## src/logic/gpio_pkg.sv

```systemverilog
// Constants, register map and port layout of the parallel I/O block.
// Assumes a single 10 MHz clock; one state time is one clock cycle.
// Functional notes
// RL1: Every pin level is sampled into its input latch each state time.
// RL2: Input pin: write updates output latch only; read returns sampled pin.
// RL3: Input pin: read-modify-write uses sampled pin, stores into output latch.
// RL4: Output pin: buffer enabled, write sets latch and pin, read gives latch.
// RL5: Output pin: read-modify-write uses latch, writes back, changes pin.
// RL6: Ports 2,3,4,6,7,8 have per-bit push-pull or open-drain select.
// RL7: Open drain drives low for zero and releases pin for one.
// RL8: One threshold bit per byte; 16-bit ports 0,1,2,3,5 use two.
// RL9: Direction and output mode work alike under any threshold setting.
// RL10: Port 3 lacks bit 14; port 5 is input only, no drivers.
// RL11: Alternate output reaches pin only when direction is output.
// RL12: Latch is ANDed with alternate output except PWM; software keeps one.
// RL13: Direction bits reset to input; some signals get automatic direction.
// RL14: Output pin with alternate input: that input sees the output latch.
// RL15: Hardware switches direction itself for bus-style alternate functions.
// RL16: Software sets direction before enabling an alternate function.
// RL17: Software sets input direction when an external device drives.
package gpio_pkg;
  localparam int NPORT = 9;
  localparam int PW = 16;
  localparam int ADDR_W = 8;
  // Implemented lines per port; port 3 has no bit 14
  localparam logic [PW-1:0] PORT_MASK [NPORT] = '{
    16'hFFFF, 16'hFFFF, 16'hFFFF, 16'hBFFF, 16'h00FF,
    16'hFFFF, 16'h00FF, 16'h00FF, 16'h00FF};
  // Ports with open-drain select: 2,3,4,6,7,8
  localparam logic [NPORT-1:0] OD_PORTS = 9'h1DC;
  // Ports without output drivers: 5
  localparam logic [NPORT-1:0] IN_ONLY_PORTS = 9'h020;
  // Per-port register window and word offsets inside it
  localparam logic [3:0] OFS_DATA = 4'h0;
  localparam logic [3:0] OFS_DIR = 4'h4;
  localparam logic [3:0] OFS_OD = 4'h8;
  localparam logic [3:0] OFS_RMW = 4'hC;
  localparam logic [ADDR_W-1:0] THR_ADDR = 8'h90;
  localparam logic [ADDR_W-1:0] THR_EXT_ADDR = 8'h94;
  // Threshold bit index per port byte into {ext[7:0], base[7:0]}
  localparam logic [3:0] THR_IDX [NPORT][2] = '{
    '{4'h8, 4'h9}, '{4'hA, 4'hB}, '{4'h0, 4'h1}, '{4'h2, 4'h3},
    '{4'h4, 4'h4}, '{4'h5, 4'h6}, '{4'h7, 4'h7}, '{4'hC, 4'hC},
    '{4'hD, 4'hD}};
  localparam logic [PW-1:0] LATCH_RST = 16'h0000;
  localparam logic [PW-1:0] DIR_RST = 16'h0000;
  localparam logic [PW-1:0] OD_RST = 16'h0000;
  localparam logic [7:0] THR_RST = 8'h00;
  localparam logic [1:0] HTRANS_NONSEQ = 2'b10;
  localparam logic HRESP_OKAY = 1'b0;
endpackage : gpio_pkg

```

## src/logic/gpio_port_if.sv

```systemverilog
// Carrier between the register side and the pad logic of one port.
// Assumes both ends run on the same clock.
`timescale 1ns/1ps
interface gpio_port_if #(parameter int W = 16);
  logic [W-1:0] latch;
  logic [W-1:0] dir;
  logic [W-1:0] od_sel;
  logic [W-1:0] alt_out;
  logic [W-1:0] alt_en;
  logic [W-1:0] alt_pwm;
  logic [W-1:0] hw_dir_en;
  logic [W-1:0] hw_dir;
  logic [W-1:0] pin_sync;
  logic [W-1:0] pin_o;
  logic [W-1:0] pin_oe;
  logic [W-1:0] alt_in;
  modport ctrl (output latch, dir, od_sel, alt_out, alt_en, alt_pwm,
    hw_dir_en, hw_dir, pin_sync, input pin_o, pin_oe, alt_in);
  modport pad (input latch, dir, od_sel, alt_out, alt_en, alt_pwm,
    hw_dir_en, hw_dir, pin_sync, output pin_o, pin_oe, alt_in);
endinterface : gpio_port_if

```

## src/logic/port_drive_logic.sv

```systemverilog
// Pad-side logic of one port: driver enables, open drain, alternate paths.
// Assumes control and synced pin levels come in on the same clock.
`timescale 1ns/1ps
module port_drive_logic
  import gpio_pkg::*;
#(
  parameter int W = 16,
  parameter logic [W-1:0] MASK = '1,
  parameter bit HAS_OD = 1'b0,
  parameter bit IN_ONLY = 1'b0
) (
  input wire logic clk,
  input wire logic srst,
  gpio_port_if.pad pif
);
  logic [W-1:0] eff_dir;
  logic [W-1:0] data_out;
  logic [W-1:0] drive;
  logic [W-1:0] od_eff;
  logic [W-1:0] pin_o_q;
  logic [W-1:0] pin_oe_q;
  logic [W-1:0] alt_in_q;

  // Hardware may take over direction while a bus function runs
  assign eff_dir = (pif.hw_dir_en & pif.hw_dir) |
    (~pif.hw_dir_en & pif.dir); // RL15 RL13
  // Non-PWM alternate data is gated by the latch, so it must hold one
  assign data_out = (pif.alt_en & pif.alt_pwm & pif.alt_out) |
    (pif.alt_en & ~pif.alt_pwm & pif.alt_out & pif.latch) |
    (~pif.alt_en & pif.latch); // RL12
  // Missing lines and input-only ports never drive
  assign drive = IN_ONLY ? '0 : (eff_dir & MASK); // RL10 RL11
  assign od_eff = HAS_OD ? pif.od_sel : '0; // RL6 RL9

  // Output drivers, registered so pins never glitch on decode
  always_ff @(posedge clk) begin
    if (srst) begin
      pin_o_q <= '0;
      pin_oe_q <= '0;
    end else begin
      pin_o_q <= data_out & ~od_eff; // RL7
      pin_oe_q <= drive & ~(od_eff & data_out); // RL7 RL4
    end
  end

  // Alternate input follows the latch when the pin is an output
  always_ff @(posedge clk) begin
    if (srst) begin
      alt_in_q <= '0;
    end else begin
      alt_in_q <= (eff_dir & pif.latch) | (~eff_dir & pif.pin_sync); // RL14
    end
  end

  assign pif.pin_o = pin_o_q;
  assign pif.pin_oe = pin_oe_q;
  assign pif.alt_in = alt_in_q;
endmodule : port_drive_logic

```

## src/logic/gpio_port_block.sv

```systemverilog
// Parallel I/O ports with an AHB-Lite register slave.
// Assumes pins are asynchronous and alternate signals share clk.
`timescale 1ns/1ps
module gpio_port_block
  import gpio_pkg::*;
(
  input wire logic clk,
  input wire logic srst,
  input wire logic hsel,
  input wire logic [31:0] haddr,
  input wire logic [1:0] htrans,
  input wire logic hwrite,
  input wire logic [2:0] hsize,
  input wire logic [31:0] hwdata,
  input wire logic hready,
  output logic hreadyout,
  output logic hresp,
  output logic [31:0] hrdata,
  input wire logic [NPORT-1:0][PW-1:0] pin_i,
  output logic [NPORT-1:0][PW-1:0] pin_o,
  output logic [NPORT-1:0][PW-1:0] pin_oe,
  input wire logic [NPORT-1:0][PW-1:0] alt_out,
  input wire logic [NPORT-1:0][PW-1:0] alt_en,
  input wire logic [NPORT-1:0][PW-1:0] alt_pwm,
  input wire logic [NPORT-1:0][PW-1:0] hw_dir_en,
  input wire logic [NPORT-1:0][PW-1:0] hw_dir,
  output logic [NPORT-1:0][PW-1:0] alt_in,
  output logic [NPORT-1:0][1:0] thr_cmos
);
  logic [NPORT-1:0][PW-1:0] pin_meta_q;
  logic [NPORT-1:0][PW-1:0] pin_sync_q;
  logic [NPORT-1:0][PW-1:0] latch_q;
  logic [NPORT-1:0][PW-1:0] dir_q;
  logic [NPORT-1:0][PW-1:0] od_q;
  logic [7:0] thr_base_q;
  logic [7:0] thr_ext_q;
  logic [NPORT-1:0][1:0] thr_cmos_q;
  logic [ADDR_W-1:0] addr_q;
  logic write_q;
  logic hreadyout_q;
  logic [31:0] hrdata_q;
  logic [31:0] rd_val;
  logic [15:0] thr_all;
  logic accept;
  logic busy;
  logic wr_go;
  logic [3:0] port_idx;
  logic [3:0] reg_ofs;
  logic port_hit;

  // Address phase is taken only for active transfers with the bus ready
  assign accept = hsel && hready && htrans == HTRANS_NONSEQ;
  assign busy = !hreadyout_q;
  assign wr_go = busy && write_q;
  assign port_idx = addr_q[7:4];
  assign reg_ofs = addr_q[3:0];
  assign port_hit = 32'(port_idx) < NPORT;
  assign thr_all = {thr_ext_q, thr_base_q};

  // One wait state per transfer lets read data leave from a flop
  always_ff @(posedge clk) begin
    if (srst) begin
      hreadyout_q <= 1'b1;
      addr_q <= '0;
      write_q <= 1'b0;
    end else if (accept) begin
      hreadyout_q <= 1'b0;
      addr_q <= haddr[ADDR_W-1:0];
      write_q <= hwrite;
    end else begin
      hreadyout_q <= 1'b1;
    end
  end

  // Two-stage pin synchroniser; second stage is the input latch
  always_ff @(posedge clk) begin
    if (srst) begin
      pin_meta_q <= '0;
      pin_sync_q <= '0;
    end else begin
      pin_meta_q <= pin_i;
      pin_sync_q <= pin_meta_q; // RL1
    end
  end

  // Read mux: pin level for inputs, latch for outputs
  always_comb begin
    rd_val = 32'h0000_0000;
    if (port_hit) begin
      unique case (reg_ofs)
        OFS_DATA, OFS_RMW: rd_val[PW-1:0] =
          ((dir_q[port_idx] & latch_q[port_idx]) |
           (~dir_q[port_idx] & pin_sync_q[port_idx])) &
          PORT_MASK[port_idx]; // RL2 RL4
        OFS_DIR: rd_val[PW-1:0] = dir_q[port_idx];
        OFS_OD: rd_val[PW-1:0] = od_q[port_idx];
        default: rd_val = 32'h0000_0000;
      endcase
    end else if (addr_q == THR_ADDR) begin
      rd_val[7:0] = thr_base_q;
    end else if (addr_q == THR_EXT_ADDR) begin
      rd_val[7:0] = thr_ext_q;
    end
  end

  // Read data register; holds its value between reads
  always_ff @(posedge clk) begin
    if (srst) begin
      hrdata_q <= 32'h0000_0000;
    end else if (busy && !write_q) begin
      hrdata_q <= rd_val;
    end
  end

  // Threshold select, one bit per port byte
  always_ff @(posedge clk) begin
    if (srst) begin
      thr_base_q <= THR_RST;
      thr_ext_q <= THR_RST;
    end else if (wr_go && addr_q == THR_ADDR) begin
      thr_base_q <= hwdata[7:0]; // RL8
    end else if (wr_go && addr_q == THR_EXT_ADDR) begin
      thr_ext_q <= hwdata[7:0]; // RL8
    end
  end

  // Per-port control registers and pad logic
  for (genvar p = 0; p < NPORT; p++) begin : g_port
    localparam logic [PW-1:0] DRV_MASK =
      IN_ONLY_PORTS[p] ? 16'h0000 : PORT_MASK[p];
    localparam logic [PW-1:0] OD_MASK =
      OD_PORTS[p] ? PORT_MASK[p] : 16'h0000;
    logic sel;
    logic [PW-1:0] rmw_src;
    gpio_port_if #(.W(PW)) pif ();

    assign sel = wr_go && port_hit && port_idx == 4'(p);
    // Modify source follows the pin's direction
    assign rmw_src = (dir_q[p] & latch_q[p]) |
      (~dir_q[p] & pin_sync_q[p]); // RL3 RL5

    // Writes land in the latch whatever the direction
    always_ff @(posedge clk) begin
      if (srst) begin
        latch_q[p] <= LATCH_RST;
      end else if (sel && reg_ofs == OFS_DATA) begin
        latch_q[p] <= hwdata[PW-1:0] & PORT_MASK[p]; // RL2 RL4
      end else if (sel && reg_ofs == OFS_RMW) begin
        latch_q[p] <= ((rmw_src & ~hwdata[31:16]) | hwdata[PW-1:0]) &
          PORT_MASK[p]; // RL3 RL5
      end
    end

    // Direction resets to input on every line
    always_ff @(posedge clk) begin
      if (srst) begin
        dir_q[p] <= DIR_RST; // RL13
      end else if (sel && reg_ofs == OFS_DIR) begin
        dir_q[p] <= hwdata[PW-1:0] & DRV_MASK; // RL10
      end
    end

    // Open-drain select exists only on the listed ports
    always_ff @(posedge clk) begin
      if (srst) begin
        od_q[p] <= OD_RST;
      end else if (sel && reg_ofs == OFS_OD) begin
        od_q[p] <= hwdata[PW-1:0] & OD_MASK; // RL6
      end
    end

    // Pad-facing threshold levels; both bits equal on 8-bit ports
    always_ff @(posedge clk) begin
      if (srst) begin
        thr_cmos_q[p] <= 2'b00;
      end else begin
        thr_cmos_q[p] <= {thr_all[THR_IDX[p][1]],
          thr_all[THR_IDX[p][0]]}; // RL8
      end
    end

    assign pif.latch = latch_q[p];
    assign pif.dir = dir_q[p];
    assign pif.od_sel = od_q[p]; // RL9
    assign pif.alt_out = alt_out[p];
    assign pif.alt_en = alt_en[p];
    assign pif.alt_pwm = alt_pwm[p];
    assign pif.hw_dir_en = hw_dir_en[p] & DRV_MASK;
    assign pif.hw_dir = hw_dir[p];
    assign pif.pin_sync = pin_sync_q[p];

    port_drive_logic #(
      .W(PW),
      .MASK(PORT_MASK[p]),
      .HAS_OD(OD_PORTS[p]),
      .IN_ONLY(IN_ONLY_PORTS[p])
    ) u_drive (
      .clk(clk),
      .srst(srst),
      .pif(pif)
    );

    assign pin_o[p] = pif.pin_o;
    assign pin_oe[p] = pif.pin_oe;
    assign alt_in[p] = pif.alt_in;
  end

  assign hreadyout = hreadyout_q;
  assign hresp = HRESP_OKAY;
  assign hrdata = hrdata_q;
  assign thr_cmos = thr_cmos_q;
endmodule : gpio_port_block

```

## config.mk

```make
export PLATFORM = sky130hd
export DESIGN_NAME = gpio_port_block
export DESIGN_NICKNAME = d
export VERILOG_FILES = /design/src/logic/gpio_pkg.sv /design/src/logic/gpio_port_if.sv /design/src/logic/port_drive_logic.sv /design/src/logic/gpio_port_block.sv
export SDC_FILE = /design/constraint.sdc
export NUM_CORES = 2
export LEC_CHECK = 0
export BUFFER_PORTS_ARGS = -buffer_cell sky130_fd_sc_hd__buf_2
export CAP_MARGIN = 20
export CELL_PAD_IN_SITES_DETAIL_PLACEMENT = 2
export CELL_PAD_IN_SITES_GLOBAL_PLACEMENT = 2
export CORE_AREA = 2 2 558 560
export DETAILED_ROUTE_END_ITERATION = 16
export DIE_AREA = 0 0 560 562
export GPL_TIMING_DRIVEN = 1
export PLACE_DENSITY = 0.43
export SLEW_MARGIN = 40
export SYNTH_ARGS = -nofsm -noshare
export SYNTH_HDL_FRONTEND = slang
export SYNTH_HIERARCHICAL = 1
export SYNTH_SLANG_ARGS = --single-unit
```

## constraint.sdc

```tcl
create_clock -name clk -period 2.1 [get_ports clk]
set_input_delay 0.315 -clock clk [delete_from_list [all_inputs] [get_ports clk]]
set_output_delay 0.315 -clock clk [all_outputs]
set_load 0.005 [all_outputs]
```

; After elaboration in Yosys (flattened, before gate mapping)
; Memory sizes are Yosys's and may differ from the RTL's.
; Index checks and enable logic that the tools add are counted.
[op_classes]
magnitude_cmp = 3
n_eq_ne = 14
mux = 34
n_bitwise = 242
reduce_logical = 63
[ops]
columns = cell, count
row1 = $and 16x16->16, 92
row2 = $not 16->16, 44
row3 = $or 16x16->16, 44
row4 = $and 16x8->16, 16
row5 = $bmux 16 s4, 4
row6 = $mux 16, 16
row7 = $and 8x16->16, 12
row8 = $not 8->16, 8
row9 = $and 8x8->8, 12
row10 = $mux 8, 12
row11 = $or 8x8->8, 8
row12 = $logic_and 1x1->1, 48
row13 = $pmux 16 s3, 1
row14 = $not 8->8, 4
row15 = $eq 4x3->1 const B, 5
row16 = $reduce_bool 2->1, 9
row17 = $eq 8x8->1 const B, 2
row18 = $eq 4x4->1 const B, 3
row19 = $eq 4x2->1 const B, 2
row20 = $logic_not 4->1, 2
row21 = $ge 5x5->1 const B, 1
row22 = $lt 4x5->1 const B, 1
row23 = $not 4->5, 1
row24 = $eq 4x1->1 const B, 1
row25 = 7 further kinds, 8
[word_totals]
ff_bits = 1045
mem_bits_ro = 256
inputBits = 938
n_memories = 1
[memory_table]
columns = memory, words, width, read_ports, rd_ports_with_merged_regs, wr, line_no
row1 = (name not given), 16, 16, 1, 0, 0, gpio_port_block.sv:94  ; PORT_MASK[port_idx];

; Depth between registers and ports, before layout
[logic_depth]
depth_word = 9
ltp_mapped = 10

; Modules after synthesis
; Netlist, hierarchy kept.
[by_module_without_submodules]
columns = mod, instances, cells_per_inst, area_per_inst_um2, seq_area_each_um2
row1 = gpio_port_block, 1, 2808, 25057.8, 12271.8
row2 = port_drive_logic (g_port[4].u_drive ...), 4, 183, 1950.6, 800.8
row3 = port_drive_logic (g_port[0].u_drive ...), 2, 183, 2003.2, 960.9
row4 = port_drive_logic (g_port[3].u_drive), 1, 198, 2098.3, 940.9
row5 = port_drive_logic (g_port[2].u_drive), 1, 199, 2090.8, 960.9
row6 = port_drive_logic (g_port[5].u_drive), 1, 166, 1714.1, 640.6

; Worst setup path before layout
; OpenSTA, ideal clock, no wires.
[synth_path]
path_type = flip-flop to flip-flop
from = register addr_q[6]
to = register latch_q, in the netlist g_port[2].pif.latch[11]
setup_ns = 0.132
arrival_time_ns = 1.705
required_ns = 1.968
path_slack_ns = 0.263
stages_incl_launch_ff = 11
cell_sequence = dfxtp_1 buf_4 or2_1 buf_2 nor3_4 and2_1 buf_2 buf_2 a21oi_1 nor2_1 nor3_1
[synth_via]
elab_chain_len = 5
[synth_rtl]
columns = item, line_no
row1 = from (decl), gpio_port_block.sv:38  ; logic [ADDR_W-1:0] addr_q;
row2 = from (signal assigned), gpio_port_block.sv:68  ; addr_q <= haddr[ADDR_W-1:0];
row3 = $lt 4x4->1, gpio_port_block.sv:57  ; assign port_hit = 32'(port_idx) < NPORT;
row4 = $logic_and 1x1->1, gpio_port_block.sv:137  ; assign sel = wr_go && port_hit && port_idx == 4'(p);
row5 = $logic_and 1x1->1 (*), gpio_port_block.sv:137
row6 = "$logic_and 1x1->1, on equally long branches", "gpio_port_block.sv:146, gpio_port_block.sv:148"
row7 = $mux 16 or $reduce_bool 2->1 (tied branches), --
row8 = "to (signal, indexed assignment)", gpio_port_block.sv:147  ; latch_q[p] <= hwdata[PW-1:0] & PORT_MASK[p];
row9 = "to (signal, indexed assignment)", gpio_port_block.sv:149  ; latch_q[p] <= ((rmw_src & ~hwdata[31:16]) | hwdata[PW-1:0]) &
row10 = to (decl), gpio_port_block.sv:32  ; logic [NPORT-1:0][PW-1:0] latch_q;
; Mark *: on every way between the ends. The rest lies on a longest branch, timed or not.
; A chain may end at the register's enable or synchronous reset.

; Final worst setup path
[layout_path]
from = register addr_q[5]
to = register hrdata_q[2] (netlist: hrdata[2])
[layout_via]
elab_chain_len = 8
[layout_rtl]
columns = item, line_no
row1 = $bmux 16 s4, "gpio_port_block.sv:92, gpio_port_block.sv:93, gpio_port_block.sv:95"
row2 = $mux 16 (not written as such), "gpio_port_block.sv:92, gpio_port_block.sv:93, gpio_port_block.sv:95"
row3 = $not 16->16, gpio_port_block.sv:93  ; (~dir_q[port_idx] & pin_sync_q[port_idx])) &
row4 = $and 16x16->16, gpio_port_block.sv:93
row5 = $or 16x16->16, gpio_port_block.sv:92  ; ((dir_q[port_idx] & latch_q[port_idx]) |
row6 = $and 16x16->16, gpio_port_block.sv:93
row7 = $pmux 16 s3, gpio_port_block.sv:90  ; unique case (reg_ofs)
row8 = $mux 8 (*), gpio_port_block.sv:89  ; if (port_hit) begin
row9 = to (signal assigned), gpio_port_block.sv:111  ; hrdata_q <= rd_val;
row10 = to (decl), gpio_port_block.sv:41  ; logic [31:0] hrdata_q;
; Mark *: on every way between the ends. The rest lies on a longest branch, timed or not. The select of a mux whose other input is x is not followed.

==> impl_metrics.csv <==
group,metric,value,unit
status,run_status,"finished with violations",
status,violations,"setup timing",
synthesis,synth-main-ff-cell,"dfxtp_1",
clock_network,cts_root_buffer,"clkbuf_16",
grt,grt_pass1_vias,49635,
critical_path,endpoint_kind,"register",
floorplan,io_pins,1422,
critical_path,ff2ff_path_depth,9,
detailed_routing,vias,45252,
timing,slew-limit-headroom,0.534,
synthesis,async_reset_ff_frac,0,
grt,grt_pass1_wl,431000,µm
critical_path,r2r_slack,-70,ps
finish,postLayoutCoreUtil,0.237,
floorplan,die_area,315000,µm²
detailed_routing,wl_per_cell,28.1,µm
timing,skew,44.8,ps
power,seq_power_share,0.383,
synthesis,synth-seq-cells,996,
critical_path,crit_fanout,6,
detailed_routing,ant_nets,0,
job,drv_cap,0,
critical_path,worstPathRequired,2830,ps
synthesis,yosysWarnings,6,
synthesis,synth.cell_area,42800,µm²
finish,n_fill_cell,35242,
synthesis,synth_cell_types,74,
clock_network,path_clk_slew,60,ps
detailed_routing,route.detailed.drc,0,
timing,setup_viol,7,
floorplan,core_area,308000,µm²
timing,fin_ws,-66.7,ps
grt,antenna_found_initial,102,
power,ir_drop,483,µV
critical_path,crit_start,"addr_q[5]$_SDFFE_PP0P_",
synthesis,synth_seq_area_share,0.466,
worst_hold_path,holdPathStages,3,
clock_network,htree_num_levels,4,
timing,timing.final.hold_violations,0,
synthesis,synth.avg_cell_area,9.57,µm²
power,p_total,0.0518,W
timing,maxSlewViolCount,0,
critical_path,arrival,2900,ps
worst_hold_path,hold_path_class,"input port to register",
floorplan,die_w,560,µm
power,comb_power_share,0.115,
finish,multi_input_comb_area,22300,µm²
finish,area.sequential,20000,µm²
clock_network,cts_buffers,150,
critical_path,start_kind,"register",
placement,port_buffers,1279,
power,leakage,31.3,nW
critical_path,r2r-start,"addr_q[5]$_SDFFE_PP0P_",
grt,grt_overflow,0,
placement,gp_congestion,0.887,
synthesis,syn_inst,4469,
power,p_sw,0.0139,W
finish,nets,8170,
timing,finalSetupTns,-220,ps
clock_network,worst_skew_pair.late_latency,840,ps
timing,timing.fmax,462,MHz
placement,place_hpwl,261000,µm
timing,worst_slew_pin_slew,698,ps
power,clkPwrFrac,0.502,
critical_path,reg2reg_to,"hrdata[2]$_SDFFE_PP0P_",
power,p_int,0.0379,W
floorplan,fp.dieH,562,µm
detailed_routing,drt_wl_total,323000,µm
grt,grt_max_degree,81,
detailed_routing,drt-pass1-iter-count,5,
timing,fin_crit_sh,1.03,
power,p_sw_frac,0.268,
grt,track_usage,0.198,
clock_network,clockBufferDepth,4,
finish,area_growth_syn_to_layout,71.2,%
timing,rsz0062_at_grt,"yes",
synthesis,synth-edff-count,0,
critical_path,criticalPathCategory,"register to register",
power,power_density,707,nW/µm²
critical_path,critPathCapture,"hrdata[2]$_SDFFE_PP0P_",
clock_network,cts.sink_count,996,
timing,period_minus_slack,2170,ps
clock_network,cts_tree,"built",
detailed_routing,drtIter0Drc,1960,
detailed_routing,viasPerCell,3.94,
finish,final_layout_size_suffix_gt1_frac,0.322,
floorplan,start_util,0.139,
floorplan,rows,204,
## registers in the layout, indices dropped and copies added, names as in the netlist, 14 cells and up
signal                     count
thr_cmos                      14
pin_meta_q                   144
g_port.pif.latch             111
g_port.u_drive/pif.pin_oe     95
hrdata                        16
g_port.pif.od_sel             63
g_port.pif.pin_sync          144
g_port.u_drive/pif.alt_in    144
g_port.pif.dir                95
g_port.u_drive/pif.pin_o     144
## power groups by stage
stage	sequential [W]	clock, W	combinational, W
floorplan	0.0200	0	0.00195
global placement	0.0202	0	0.00440
detailed placement	0.0202	0	0.00444
CTS	0.0198	0.0271	0.00595
global route	0.0198	0.0278	0.00639
finish	0.0198	0.0260	0.00596
## metrics by stage
step | std cells | instance area (µm²) | setup WS, ps | hold slack, ps
after CTS | 11456 | 72700 | -96.5 | 3.04
after global routing | 11479 | 73200 | -145 | 56.4
after detailed placement | 10278 | 57800 | -504 | 425
after floorplan | 4725 | 43700 | 263 | 409
after global placement | 10278 | 57800 | -463 | 418
final | 11498 | 73200 | -66.7 | 53.9
## critical path, stage by stage, from the launching register on
cell and delay [ps]:
dfxtp_4 390, buf_6 140, buf_8 120, nor4b_4 270, buf_4 160, clkbuf_16 160
buf_8 120, a22oi_2 90, a211o_4 390, a221oi_2 230
## synth_stat cells (all sizes together), types with 9 or more instances
| cell type | n | area [µm²] |
|---|---|---|
| o21ai | 102 | 510 |
| a22oi | 30 | 225 |
| and3 | 68 | 425 |
| nor2 | 373 | 1400 |
| a31oi | 11 | 68.8 |
| a32oi | 17 | 149 |
| a311oi | 71 | 684 |
| dfxtp | 996 | 19900 |
| a211oi | 14 | 120 |
| nand3b | 9 | 67.6 |
| a2111oi | 34 | 711 |
| nand2b | 349 | 2180 |
| a22o | 24 | 210 |
| nand2 | 297 | 1120 |
| nor3 | 125 | 1030 |
| a21oi | 379 | 1900 |
| clkbuf | 122 | 458 |
| buf | 217 | 1720 |
| a221oi | 30 | 269 |
| inv | 65 | 244 |
| mux2i | 401 | 4010 |
| a21o | 63 | 473 |
| mux4 | 32 | 721 |
| nand3 | 111 | 556 |
| nor2b | 427 | 2670 |
## timing repair
| action | 4_1_cts | 5_1_grt |
|---|---|---|
| endpoints found under the setup margin | 160 | 164 |
| resized for setup | 172 | 91 |
| setup buffers | 29 | 12 |
| pin swaps | 52 | 34 |
| hold endpoints to repair | 634 | 0 |
| hold buffers | 880 | 0 |
| cloned | 7 | 2 |
## final cells by class
class	instances	share of cell area
Timing Repair Buffer	2694	0.281
Sequential cell	996	0.273
Inverter	65	0.00333
Tap cell	4120	0.0704
Clock buffer	218	0.0600
Antenna cell	33	0.00113
Multi-Input combinational cell	3325	0.305
Clock inverter	47	0.00713
## how the worst min path moves through the flow
stage,startpoint,to,slack [ps]
floorplan,alt_en[62],g_port[3].u_drive/pif.pin_o[14]$_SDFF_PP0_,410
global placement,pin_meta_q[29]$_SDFF_PP0_,g_port[1].pif.pin_sync[13]$_SDFF_PP0_,420
detailed placement,pin_meta_q[72]$_SDFF_PP0_,g_port[4].pif.pin_sync[8]$_SDFF_PP0_,430
CTS,hw_dir_en[135],g_port[8].u_drive/pif.pin_oe[7]$_SDFF_PP0_,3
global route,alt_out[56],g_port[3].u_drive/pif.pin_o[8]$_SDFF_PP0_,60
finish,alt_out[56],g_port[3].u_drive/pif.pin_o[8]$_SDFF_PP0_,50
## kinds of logic (layout without fill, tap and decap cells)
family / count (synthesis) / in the layout / synth area share
AO/OA/AOI/OAI: 821 / 821 / 0.134
XOR/XNOR: 1 / 1 / 0.000380
buffers and inverters: 404 / 3024 / 0.0567
flip-flops: 996 / 996 / 0.466
multiplexers: 433 / 433 / 0.111
other: 7 / 296 / 0.000614
AND/OR/NAND/NOR: 1807 / 1807 / 0.232
## layout by cell type, fill, tap and decap left out, types with 16 or more instances in the layout
master / synthesis / layout
a2111oi_2: 18 / 17
a2111oi_4: 16 / 17
a21o_1: 63 / 63
a21oi_1: 379 / 358
a21oi_2: 0 / 19
a221oi_2: 1 / 18
a22o_1: 24 / 24
a22oi_2: 0 / 18
a311oi_1: 61 / 57
and3_1: 68 / 66
buf_12: 6 / 81
buf_2: 76 / 1278
buf_4: 80 / 420
buf_6: 45 / 19
clkbuf_1: 122 / 32
clkbuf_16: 0 / 155
clkbuf_8: 0 / 34
clkinv_2: 0 / 26
conb_1: 7 / 263
dfxtp_1: 996 / 982
diode_2: 0 / 33
dlygate4sd3_1: 0 / 878
inv_1: 65 / 64
mux2i_1: 401 / 378
mux4_2: 32 / 32
nand2_1: 296 / 285
nand2b_1: 349 / 347
nand3_1: 111 / 111
nor2_1: 372 / 350
nor2_2: 1 / 16
nor2b_1: 427 / 424
nor3_1: 83 / 82
nor3_4: 31 / 33
o21ai_0: 100 / 81
## metal layers
metal / share of wire / up-vias / track usage
li1: - / 20708 / -
met1: 0.42 / 22728 / 0.242
met2: 0.49 / 1379 / 0.347
met3: 0.057 / 409 / 0.0419
met4: 0.032 / 28 / 0.0572
met5: 0.00053 / - / 0
Note: power is estimated with default switching activity, not from simulation.
